<file path="src/ddmas_cfg.svh">
// Constants of the per-socket distributed DMA slave register block.
// Assumes inclusion by bare name from the design module.
`ifndef DDMAS_CFG_SVH
`define DDMAS_CFG_SVH
`define DDMAS_WIN_BYTES 32'd16
`define DDMAS_OFS_ADDR 4'h0
`define DDMAS_OFS_PAGE 4'h2
`define DDMAS_OFS_COUNT 4'h4
`define DDMAS_OFS_CMDSTAT 4'h8
`define DDMAS_OFS_REQUEST 4'h9
`define DDMAS_OFS_MODE 4'hb
`define DDMAS_OFS_MCLEAR 4'hd
`define DDMAS_OFS_MASK 4'hf
`define DDMAS_CMD_DIS_BIT 2
`define DDMAS_MODE_XFER16_BIT 0
`define DDMAS_RST_ADDR 16'h0000
`define DDMAS_RST_PAGE 8'h00
`define DDMAS_RST_COUNT 16'h0000
`define DDMAS_RST_CMD 1'b0
`define DDMAS_RST_MASK 1'b1
`define DDMAS_RST_BASE 16'h0000
`define DDMAS_STEP8 16'h0001
`define DDMAS_STEP16 16'h0002
`endif

</file>
<file path="src/ddmas_pkg.sv">
// Types of the distributed DMA slave register block.
// Assumes ddmas_cfg.svh sits in the same folder.
package ddmas_pkg;
  // Channel sequencing: one-hot
  typedef enum logic [2:0] {
    DDMAS_IDLE = 3'b001,
    DDMAS_RUN  = 3'b010,
    DDMAS_DONE = 3'b100
  } ddmas_state_type;
endpackage

</file>
<file path="src/ddmas_regs.sv">
// Per-socket distributed DMA slave registers and transfer counters.
// Assumes a PCI-side decoder that presents byte-wide I/O accesses within the 16-byte
// window, and a transfer engine that pulses XFER_DONE_IN per completed data transfer.
//
// Behaviour
// - Decode a 16-byte I/O window at the base from config offset 98h.
// - Reserved locations read zero; writes to them change nothing.
// - Obsolete legacy bits are read-only and have no function.
// - Write at 00h sets start address; read returns current address.
// - 8-bit mode: address on AD15-0, page 7-0 on AD23-16.
// - 16-bit mode: address on AD16-1, AD0 low, page 7-1 on AD23-17.
// - Page byte at 02h is read/write, resets to zero.
// - Write at 04h sets byte count; read returns remaining count.
// - Count drops by one per 8-bit transfer, two per 16-bit.
// - Command bit 2 disables the controller when one; other command bits are ignored.
// - Read at 08h returns status, write at 08h sets command.
// - Status bits 7-4 follow card request, regardless of mask.
// - Status bits 3-0 set at terminal count.
// - Terminal-count bits clear on status read or channel reset.
// - Mask set, the reset value, ignores card requests.
// - Card removal sets the mask automatically.
`timescale 1ns/100ps
`include "ddmas_cfg.svh"

module ddmas_regs (
  input wire logic CLK_SYS_IN,
  input wire logic RESET_IN,
  input wire logic [31:0] CFG_BASE_IN,
  input wire logic [31:0] IO_ADDR_IN,
  input wire logic IO_WR_IN,
  input wire logic IO_RD_IN,
  input wire logic [7:0] IO_WDATA_IN,
  input wire logic CARD_DMA_REQUEST_IN,
  input wire logic CARD_PRESENT_IN,
  input wire logic XFER_DONE_IN,
  output logic IO_HIT_OUT,
  output logic [7:0] IO_RDATA_OUT,
  output logic BUS_REQ_OUT,
  output logic [31:0] DMA_AD_OUT
);

  // Pin synchronisers: first stage read only by second
  logic req_meta_reg, req_sync_reg, pres_meta_reg, pres_sync_reg, pres_prev_reg;
  always_ff @(posedge CLK_SYS_IN) begin
    if (RESET_IN) begin
      req_meta_reg <= 1'b0;
      req_sync_reg <= 1'b0;
      pres_meta_reg <= 1'b0;
      pres_sync_reg <= 1'b0;
      pres_prev_reg <= 1'b0;
    end else begin
      req_meta_reg <= CARD_DMA_REQUEST_IN;
      req_sync_reg <= req_meta_reg;
      pres_meta_reg <= CARD_PRESENT_IN;
      pres_sync_reg <= pres_meta_reg;
      pres_prev_reg <= pres_sync_reg;
    end
  end
  wire logic card_removed = pres_prev_reg & ~pres_sync_reg;

  // Window decode; base aligned to the window size
  logic [31:0] win_ofs;
  logic hit;
  logic [3:0] ofs;
  always_comb begin
    win_ofs = IO_ADDR_IN - {CFG_BASE_IN[31:4], 4'h0};
    hit = (win_ofs < `DDMAS_WIN_BYTES);
    ofs = win_ofs[3:0];
  end
  wire logic wr = IO_WR_IN & hit;
  wire logic rd = IO_RD_IN & hit;

  logic [15:0] base_addr_reg, base_addr_next, cur_addr_reg, cur_addr_next;
  logic [15:0] base_cnt_reg, base_cnt_next, cur_cnt_reg, cur_cnt_next;
  logic [7:0] page_reg, page_next;
  logic cmd_dis_reg, cmd_dis_next, mask_reg, mask_next, x16_reg, x16_next;
  logic tc_reg, tc_next;
  ddmas_pkg::ddmas_state_type state_reg, state_next;
  logic [7:0] rdata_next;
  logic [31:0] ad_next;
  logic mclr, do_xfer;
  logic [15:0] step;

  // Register writes, counting and channel sequencing
  always_comb begin
    base_addr_next = base_addr_reg;
    cur_addr_next = cur_addr_reg;
    base_cnt_next = base_cnt_reg;
    cur_cnt_next = cur_cnt_reg;
    page_next = page_reg;
    cmd_dis_next = cmd_dis_reg;
    mask_next = mask_reg;
    x16_next = x16_reg;
    tc_next = tc_reg;
    state_next = state_reg;
    mclr = wr && (ofs == `DDMAS_OFS_MCLEAR);
    step = x16_reg ? `DDMAS_STEP16 : `DDMAS_STEP8;
    do_xfer = XFER_DONE_IN && (state_reg == ddmas_pkg::DDMAS_RUN);
    // Transfer progress; host write in the same cycle takes priority below
    if (do_xfer) begin
      cur_addr_next = cur_addr_reg + 16'h0001;
      cur_cnt_next = cur_cnt_reg - step;
      if (cur_cnt_reg <= step) begin
        tc_next = 1'b1;
        state_next = ddmas_pkg::DDMAS_DONE;
      end
    end
    unique case (state_reg)
      ddmas_pkg::DDMAS_IDLE: begin
        if (req_sync_reg && !mask_reg && !cmd_dis_reg && cur_cnt_reg != 16'h0000) begin
          state_next = ddmas_pkg::DDMAS_RUN;
        end
      end
      ddmas_pkg::DDMAS_RUN: begin
        if (cmd_dis_reg || mask_reg) begin
          state_next = ddmas_pkg::DDMAS_IDLE;
        end
      end
      ddmas_pkg::DDMAS_DONE: begin
      end
    endcase
    // Status read clears terminal count; a new terminal count in the same cycle wins
    if (rd && ofs == `DDMAS_OFS_CMDSTAT && !(do_xfer && cur_cnt_reg <= step)) begin
      tc_next = 1'b0;
    end
    if (wr) begin
      unique case (ofs)
        `DDMAS_OFS_ADDR: begin
          base_addr_next = {base_addr_reg[15:8], IO_WDATA_IN};
          cur_addr_next = {cur_addr_reg[15:8], IO_WDATA_IN};
          state_next = ddmas_pkg::DDMAS_IDLE;
        end
        4'h1: begin
          base_addr_next = {IO_WDATA_IN, base_addr_reg[7:0]};
          cur_addr_next = {IO_WDATA_IN, cur_addr_reg[7:0]};
          state_next = ddmas_pkg::DDMAS_IDLE;
        end
        `DDMAS_OFS_PAGE: page_next = IO_WDATA_IN;
        `DDMAS_OFS_COUNT: begin
          base_cnt_next = {base_cnt_reg[15:8], IO_WDATA_IN};
          cur_cnt_next = {cur_cnt_reg[15:8], IO_WDATA_IN};
          state_next = ddmas_pkg::DDMAS_IDLE;
        end
        4'h5: begin
          base_cnt_next = {IO_WDATA_IN, base_cnt_reg[7:0]};
          cur_cnt_next = {IO_WDATA_IN, cur_cnt_reg[7:0]};
          state_next = ddmas_pkg::DDMAS_IDLE;
        end
        `DDMAS_OFS_CMDSTAT: cmd_dis_next = IO_WDATA_IN[`DDMAS_CMD_DIS_BIT];
        `DDMAS_OFS_MODE: x16_next = IO_WDATA_IN[`DDMAS_MODE_XFER16_BIT];
        `DDMAS_OFS_MASK: mask_next = IO_WDATA_IN[0];
        default: begin
          // Reserved and write-only-no-state offsets are dropped
        end
      endcase
    end
    if (card_removed) begin
      mask_next = 1'b1;
    end
    if (mclr) begin
      base_addr_next = `DDMAS_RST_BASE;
      cur_addr_next = `DDMAS_RST_ADDR;
      base_cnt_next = `DDMAS_RST_BASE;
      cur_cnt_next = `DDMAS_RST_COUNT;
      page_next = `DDMAS_RST_PAGE;
      cmd_dis_next = `DDMAS_RST_CMD;
      mask_next = `DDMAS_RST_MASK;
      x16_next = 1'b0;
      tc_next = 1'b0;
      state_next = ddmas_pkg::DDMAS_IDLE;
    end
  end

  // Read mux and address phase
  always_comb begin
    rdata_next = 8'h00;
    if (rd) begin
      unique case (ofs)
        4'h0: rdata_next = cur_addr_reg[7:0];
        4'h1: rdata_next = cur_addr_reg[15:8];
        4'h2: rdata_next = page_reg;
        4'h4: rdata_next = cur_cnt_reg[7:0];
        4'h5: rdata_next = cur_cnt_reg[15:8];
        4'h8: rdata_next = {{4{req_sync_reg}}, {4{tc_reg}}};
        4'hb: rdata_next = {7'h00, x16_reg};
        4'hf: rdata_next = {7'h00, mask_reg};
        default: rdata_next = 8'h00;
      endcase
    end
    if (x16_reg) begin
      ad_next = {8'h00, page_reg[7:1], cur_addr_reg, 1'b0};
    end else begin
      ad_next = {8'h00, page_reg, cur_addr_reg};
    end
  end

  always_ff @(posedge CLK_SYS_IN) begin
    if (RESET_IN) begin
      base_addr_reg <= `DDMAS_RST_BASE;
      cur_addr_reg <= `DDMAS_RST_ADDR;
      base_cnt_reg <= `DDMAS_RST_BASE;
      cur_cnt_reg <= `DDMAS_RST_COUNT;
      page_reg <= `DDMAS_RST_PAGE;
      cmd_dis_reg <= `DDMAS_RST_CMD;
      mask_reg <= `DDMAS_RST_MASK;
      x16_reg <= 1'b0;
      tc_reg <= 1'b0;
      state_reg <= ddmas_pkg::DDMAS_IDLE;
      IO_HIT_OUT <= 1'b0;
      IO_RDATA_OUT <= 8'h00;
      BUS_REQ_OUT <= 1'b0;
      DMA_AD_OUT <= 32'h00000000;
    end else begin
      base_addr_reg <= base_addr_next;
      cur_addr_reg <= cur_addr_next;
      base_cnt_reg <= base_cnt_next;
      cur_cnt_reg <= cur_cnt_next;
      page_reg <= page_next;
      cmd_dis_reg <= cmd_dis_next;
      mask_reg <= mask_next;
      x16_reg <= x16_next;
      tc_reg <= tc_next;
      state_reg <= state_next;
      IO_HIT_OUT <= hit && (IO_RD_IN || IO_WR_IN);
      IO_RDATA_OUT <= rdata_next;
      BUS_REQ_OUT <= (state_next == ddmas_pkg::DDMAS_RUN) && req_sync_reg;
      DMA_AD_OUT <= ad_next;
    end
  end

  property p_tc_stops;
    @(posedge CLK_SYS_IN) disable iff (RESET_IN)
      (state_reg == ddmas_pkg::DDMAS_DONE) |-> !BUS_REQ_OUT;
  endproperty
  a_tc_stops: assert property (p_tc_stops) else $error("request after terminal count");

  property p_mask_blocks;
    @(posedge CLK_SYS_IN) disable iff (RESET_IN)
      (mask_reg && state_reg == ddmas_pkg::DDMAS_IDLE) |=> state_reg != ddmas_pkg::DDMAS_RUN;
  endproperty
  a_mask_blocks: assert property (p_mask_blocks) else $error("masked request serviced");

  property p_removal_masks;
    @(posedge CLK_SYS_IN) disable iff (RESET_IN)
      (card_removed && !mclr) |=> mask_reg;
  endproperty
  a_removal_masks: assert property (p_removal_masks) else $error("mask not set on removal");

  property p_count_step;
    @(posedge CLK_SYS_IN) disable iff (RESET_IN)
      (do_xfer && !wr && !mclr) |=> cur_cnt_reg == $past(cur_cnt_reg) - $past(step);
  endproperty
  a_count_step: assert property (p_count_step) else $error("count step wrong");

  property p_status_read;
    @(posedge CLK_SYS_IN) disable iff (RESET_IN)
      (rd && ofs == 4'h8) |=> IO_RDATA_OUT == {{4{$past(req_sync_reg)}}, {4{$past(tc_reg)}}};
  endproperty
  a_status_read: assert property (p_status_read) else $error("status byte wrong");

  property p_tc_clear;
    @(posedge CLK_SYS_IN) disable iff (RESET_IN)
      (rd && ofs == 4'h8 && !do_xfer) |=> !tc_reg;
  endproperty
  a_tc_clear: assert property (p_tc_clear) else $error("terminal count not cleared");

  property p_ad16;
    @(posedge CLK_SYS_IN) disable iff (RESET_IN)
      x16_reg |=> (DMA_AD_OUT[0] == 1'b0) && (DMA_AD_OUT[16:1] == $past(cur_addr_reg));
  endproperty
  a_ad16: assert property (p_ad16) else $error("16-bit address phase wrong");

  property p_reserved_zero;
    @(posedge CLK_SYS_IN) disable iff (RESET_IN)
      (rd && (ofs == 4'h3 || ofs == 4'hc || ofs == 4'he)) |=> IO_RDATA_OUT == 8'h00;
  endproperty
  a_reserved_zero: assert property (p_reserved_zero) else $error("reserved read nonzero");

  // Reserved writes must leave page, base address, base count, command and mode alone
  property p_reserved_write;
    @(posedge CLK_SYS_IN) disable iff (RESET_IN)
      (wr && (ofs == 4'h3 || ofs == 4'h6 || ofs == 4'h7 || ofs == 4'ha || ofs == 4'hc
        || ofs == 4'he))
      |=> (page_reg == $past(page_reg)) && (base_addr_reg == $past(base_addr_reg))
        && (base_cnt_reg == $past(base_cnt_reg)) && (cmd_dis_reg == $past(cmd_dis_reg))
        && (x16_reg == $past(x16_reg));
  endproperty
  a_reserved_write: assert property (p_reserved_write)
    else $error("reserved write acted");

  // Byte mode puts the full page byte above the address
  property p_ad8;
    @(posedge CLK_SYS_IN) disable iff (RESET_IN)
      !x16_reg |=> DMA_AD_OUT == {8'h00, $past(page_reg), $past(cur_addr_reg)};
  endproperty
  a_ad8: assert property (p_ad8)
    else $error("8-bit address phase wrong");

  // A disabled controller must leave the running state at once
  property p_disable_stops;
    @(posedge CLK_SYS_IN) disable iff (RESET_IN)
      (cmd_dis_reg && state_reg == ddmas_pkg::DDMAS_RUN) |=> state_reg != ddmas_pkg::DDMAS_RUN;
  endproperty
  a_disable_stops: assert property (p_disable_stops)
    else $error("disabled channel kept running");

  // Master clear is a channel reset: terminal count gone, mask back on
  property p_mclr_clears;
    @(posedge CLK_SYS_IN) disable iff (RESET_IN)
      mclr |=> mask_reg && !tc_reg && (cur_cnt_reg == `DDMAS_RST_COUNT)
        && (state_reg == ddmas_pkg::DDMAS_IDLE);
  endproperty
  a_mclr_clears: assert property (p_mclr_clears)
    else $error("master clear incomplete");

endmodule // ddmas_regs

</file>
<file path="config.mk">
export PLATFORM = sky130hd
export DESIGN_NAME = ddmas_regs
export DESIGN_NICKNAME = d
export VERILOG_FILES = /design/src/ddmas_pkg.sv /design/src/ddmas_regs.sv
export VERILOG_INCLUDE_DIRS = /design/src
export SDC_FILE = /design/constraint.sdc
export NUM_CORES = 1
export LEC_CHECK = 0
export ABC_CLOCK_PERIOD_IN_PS = 4400
export BUFFER_PORTS_ARGS = -buffer_cell sky130_fd_sc_hd__clkbuf_2
export CAP_MARGIN = 20
export CELL_PAD_IN_SITES_DETAIL_PLACEMENT = 1
export CELL_PAD_IN_SITES_GLOBAL_PLACEMENT = 1
export CORE_MARGIN = 8
export CORE_UTILIZATION = 42
export DETAILED_ROUTE_END_ITERATION = 8
export PLACE_DENSITY_LB_ADDON = 0.3
export SYNTH_ARGS = -nofsm -noshare
export SYNTH_HDL_FRONTEND = slang
export SYNTH_SLANG_ARGS = --single-unit
</file>
<file path="constraint.sdc">
create_clock -name CLK_SYS_IN -period 4.4 [get_ports CLK_SYS_IN]
set_clock_uncertainty 0.15 [all_clocks]
set_input_delay 0.44 -clock CLK_SYS_IN [delete_from_list [all_inputs] [get_ports CLK_SYS_IN]]
set_output_delay 0.44 -clock CLK_SYS_IN [all_outputs]
set_load 0.01 [all_outputs]
</file>
## After elaboration in Yosys (flattened, before gate mapping)

Cells that the tools add are included.

- Reductions and logical operators: 28
- Eq/ne operators: 15
- Bitwise logic cells: 5
- Order comparisons: 2
- Muxes and demuxes: 17
- Add/sub/neg operators: 3

Operator list:

| cell | count |
|---|---|
| $mux W16 | 4 |
| $pmux W16 S2 | 2 |
| $pmux W8 S8 | 1 |
| $lt A32 B5 Y1 const B | 1 |
| $sub A32 B32 Y32 | 1 |
| $mux W3 | 7 |
| $mux W17 | 1 |
| $add A16 B1 Y16 const B | 1 |
| $eq A4 B4 Y1 const B | 4 |
| $le A16 B2 Y1 | 1 |
| $reduce_bool A16 Y1 | 1 |
| $sub A16 B2 Y16 | 1 |
| $logic_and A1 B1 Y1 | 10 |
| $reduce_and A2 Y1 | 5 |
| $eq A4 B3 Y1 const B | 2 |
| $ne A2 B2 Y1 const B | 4 |
| $eq A3 B2 Y1 const B | 2 |
| $pmux W3 S2 | 1 |
| $reduce_or A2 Y1 | 3 |
| $reduce_or A3 Y1 | 2 |
| $eq A4 B1 Y1 const B | 1 |
| $eq A4 B2 Y1 const B | 1 |
| $logic_not A4 Y1 | 1 |
| $reduce_or A4 Y1 | 1 |
| 6 further kinds | 12 |

- Word-level logic and storage cells: 90
- Bits in registers: 86
- Output and inout bits: 42
- Input port bits: 79

## Depth between registers and ports, before layout

- Depth after elaboration: 11
- Depth in mapped cells: 16
- Gate-level depth less buffers: 14

## Worst setup path before layout

Ideal clock, no wire load.

- Path kind: input-to-reg
- From: input port IO_ADDR_IN[4]
- To: register cur_addr_reg[12]
- Setup time: 0.116 ns
- Data arrival time: 3.671 ns
- Cell stages on the path: 14
- Slack: 0.463 ns
- Path buffers: 0
- Data required time: 4.134 ns
- Cell sequence: inv_1 -> ha_1 -> inv_1 -> fa_1 -> a21oi_1 -> o22a_2 -> a21oi_1 -> o21a_1 -> or3_1 -> a211o_1 -> or4_4 -> or4b_4 -> mux2i_1 -> o211a_1

- Longest elaborated chain between the ends: 5
- Elaborated cells on any way between the ends: 7
- Those cells by class: add/sub (1); order compare (1); eq/ne (1); mux (1); bitwise (1); reduce/logical (2)

RTL lines:

| what | RTL line | RTL |
|---|---|---|
| start: declaration | ddmas_regs.sv:29 | `input wire logic [31:0] IO_ADDR_IN,` |
| $sub A32 B32 Y32 * | ddmas_regs.sv:66 | `win_ofs = IO_ADDR_IN - {CFG_BASE_IN[31:4], 4'h0};` |
| $lt A32 B5 Y1 (no source line) * | -- |  |
| $and A1 B1 Y1 * | ddmas_regs.sv:70 | `wire logic wr = IO_WR_IN & hit;` |
| $logic_and A1 B1 Y1 | ddmas_regs.sv:96 | `` mclr = wr && (ofs == `DDMAS_OFS_MCLEAR); `` |
| $reduce_or A2 Y1 (no source line) | -- |  |
| end signal: assignment | ddmas_regs.sv:200 | `` cur_addr_reg <= `DDMAS_RST_ADDR; `` |
| end signal: assignment | ddmas_regs.sv:215 | `cur_addr_reg <= cur_addr_next;` |
| end: declaration | ddmas_regs.sv:73 | `logic [15:0] base_addr_reg, base_addr_next, cur_addr_reg, cur_addr_next;` |

Every way passes the cells marked *; elsewhere a longest branch is shown, timed or not.
A chain may end at the register's enable or synchronous reset.

## Worst setup path after layout

Ends and elaborated chain as after synthesis.

==> impl_metrics.csv <==
group,metric,value,unit
die,die_width,144,um
timing,drv_slew,0,
clocking,clk_latency,0.35,ns
synth,ys_warn_count,0,
synth,synth_edf_count,0,
power,seqPwrFrac,36.6,%
power,clkPwrFrac,39.2,%
global_route,antenna_found_initial,0,
die,die_h,144,um
drt,routed_wirelength,24200,um
drt,viasPerCell,6.02,
synth,synthSimpleGateAreaFrac,29.4,%
clocking,path_clk_slew,0.06,ns
place,dp_hpwl,18900,um
synth,synthXorXnorAreaFrac,0.893,%
timing,setup_viol,0,
die,initial_utilization,43.1,%
drt,first_pass_iters,5,
synth,synth_top_area_cell,"dfxtp_1",
synth,synth.distinct_cells,82,
place,place.gp.congestion,0.931,
global_route,first_global_vias,7717,
clocking,cts_resized,0,
synth,yosys.area_share.adder,6.05,%
clocking,clk_path_buf_depth,2,
drt,drt_iter0_drc,425,
power,switching_share,30.8,%
synth,ys.flop_type,"dfxtp_1",
place,portBuffers,108,
timing,slew_headroom,51.5,%
worst_setup_path,arrival,4.11,ns
power,p_int,1.48,mW
power,peakVddDrop,0.241,mV
synth,synth-seq-area-share,25.1,%
synth,synthArstFlopShare,0,%
synth,synth_compound_area_share,24.4,%
timing,fin_crit,4.01,ns
cells_and_area,nets,1126,
clocking,ctsHoldBuffers,0,
clocking,tritoncts,"built",
drt,drc_errors,0,
worst_setup_path,startpoint_type,"input pin",
synth,syn_area_per_cell,7.52,sq um
synth,synth_top_family_by_area,"simple AND/OR/NAND/NOR gates",
synth,synth_top_area_share,25.1,%
worst_setup_path,cp-end-kind,"flop",
cells_and_area,largest_reg_flops,24,
cells_and_area,layout.cells.most_common_list,"108 x clkbuf_2, 86 x dfxtp_1, 85 x nand2_1",
global_route,grt_pass1_wl,39500,um
synth,synthMuxAreaShare,7.29,%
clocking,htree_levels,3,
global_route,grt_overflow,0,
power,leakage,3.43,nW
cells_and_area,antenna_cells,0,
clocking,root_buffer,"clkbuf_16",
flow_run,maxCapViolations,0,
drt,ant_nets,0,
timing,fin_crit_sh,91.2,%
synth,ys_ff_latch,86,
global_route,grt_max_degree,46,
power,power_switching,0.656,mW
worst_setup_path,required,4.49,ns
worst_setup_path,path_max_fanout,6,
synth,syn_inst,913,
outcome,status,"completed",
drt,dr_total_vias,7438,
timing,rsz0062_at_grt,"false",
die,core,15900,sq um
clocking,cts.sinks,86,
cells_and_area,drive_gt1_share,18.5,%
synth,netlist_area,6870,sq um
cells_and_area,fill_cells,2072,
timing,hold_viol_final,0,
power,p_comb_share,24.2,%
hold_path,hp-class,"in2reg",
clocking,postCtsSetupBuffers,0,
power,power_density,265,nW/um^2
cells_and_area,fin_util,50.4,%
timing,tightest_slew,0.727,ns
timing,setup-tns-final,0,ns
die,ios,121,
worst_setup_path,critPathKind,"in2reg",
drt,wl_per_cell,19.6,um
global_route,grt_usage,23.8,%
synth,synth_area_leaders,"dfxtp_1 25%, mux2i_1 6.4%, ha_1 5.5%",
cells_and_area,layout_commonest_cell,"clkbuf_2",
die,rows,46,
timing,max_freq,249,MHz
cells_and_area,area_growth_syn_to_layout,17.1,%
die,dieArea,20700,sq um
clocking,cts_buffers,9,
[cells in the mapped netlist, types with 4 or more instances]
cell type	n
o211ai_1	8
o21ai_0	35
a31o_2	5
clkbuf_1	33
and3_1	14
dfxtp_1	86
xnor2_1	6
buf_4	8
nor2_1	81
o22ai_1	5
nor2b_1	29
nor3_1	24
a211oi_1	14
o21bai_1	12
nand3b_1	4
inv_1	51
buf_2	13
a2111oi_0	4
nand2_1	85
o21a_1	10
a31oi_1	23
o211a_1	7
nor4_1	12
or4_1	7
or3_1	11
a21o_1	10
nand4_1	23
and2_1	17
a221oi_1	8
a21oi_1	57
o31ai_1	4
mux2i_1	44
ha_1	30
nand2b_1	8
nand3_1	49
buf_1	8
[through the flow]
| step | power (mW) | instances | setup slack [ns] | cell area (sq um) | hold slack, ns |
|---|---|---|---|---|---|
| after floorplan | 1.13 | 920 | 0.463 | 6890 | 0.260 |
| after global routing | 2.22 | 1236 | 0.205 | 8040 | 0.174 |
| after global placement | 1.29 | 1219 | 0.116 | 7710 | 0.269 |
| after CTS | 2.14 | 1235 | 0.421 | 8040 | 0.141 |
| final | 2.13 | 1236 | 0.386 | 8040 | 0.150 |
| after detailed placement | 1.30 | 1219 | 0.0481 | 7710 | 0.280 |
[power by group through the flow]
| stage | Sequential, mW | Clock, mW | Combinational [mW] |
|---|---|---|---|
| detailed placement | 0.799 | 0 | 0.506 |
| global route | 0.781 | 0.878 | 0.563 |
| global placement | 0.798 | 0 | 0.494 |
| finish | 0.781 | 0.836 | 0.515 |
| CTS | 0.781 | 0.848 | 0.509 |
| floorplan | 0.798 | 0 | 0.333 |
[final timing paths]
path	from	end	slack, ns	depth (start not counted)
max	IO_ADDR_IN[4]	cur_addr_reg[12]	0.39	15
min	CARD_PRESENT_IN	pres_meta_reg	0.15	2
max reg2reg	state_reg[1]	cur_cnt_reg[13]	1.13	8
min reg2reg	pres_sync_reg	pres_prev_reg	0.29	2
[layout make-up]
type	instances	area [sq um]	share of cell area, %
Inverter	52	195	2.43
Sequential cell	86	1720	21.4
Timing Repair Buffer	146	836	10.4
Clock inverter	7	96.3	1.20
Multi-Input combinational cell	720	4700	58.4
Clock buffer	9	225	2.80
Tap cell	216	270	3.36
[kinds of logic (layout without fill, tap and decap cells)]
| logic type | after synthesis | count (layout) |
|---|---|---|
| AO/OA/AOI/OAI | 238 | 238 |
| XOR/XNOR | 7 | 7 |
| adder cells (fa/ha/maj) | 32 | 32 |
| buffers and inverters | 114 | 214 |
| flip-flops | 86 | 86 |
| multiplexers | 49 | 49 |
| other | 1 | 8 |
| AND/OR/NAND/NOR | 386 | 386 |
[critical path, stage by stage]
cell and delay (ns):
clkbuf_2 0.08, inv_1 0.05, ha_1 0.15, inv_1 0.05, fa_1 0.42, a21oi_1 0.18
o22a_2 0.23, a211oi_1 0.11, or3_1 0.34, a211oi_1 0.39, nand4_1 0.15, or4_4 0.58
or4b_4 0.58, mux2i_1 0.14, o211a_1 0.20
[metal layers]
layer | part of all wire [%] | global-route usage (%)
met1 | 44 | 29.5
met2 | 48 | 40.3
met3 | 5.9 | 4.55
met4 | 2.2 | 7.75
met5 | 0 | 0
(Power assumes the default switching activity.)
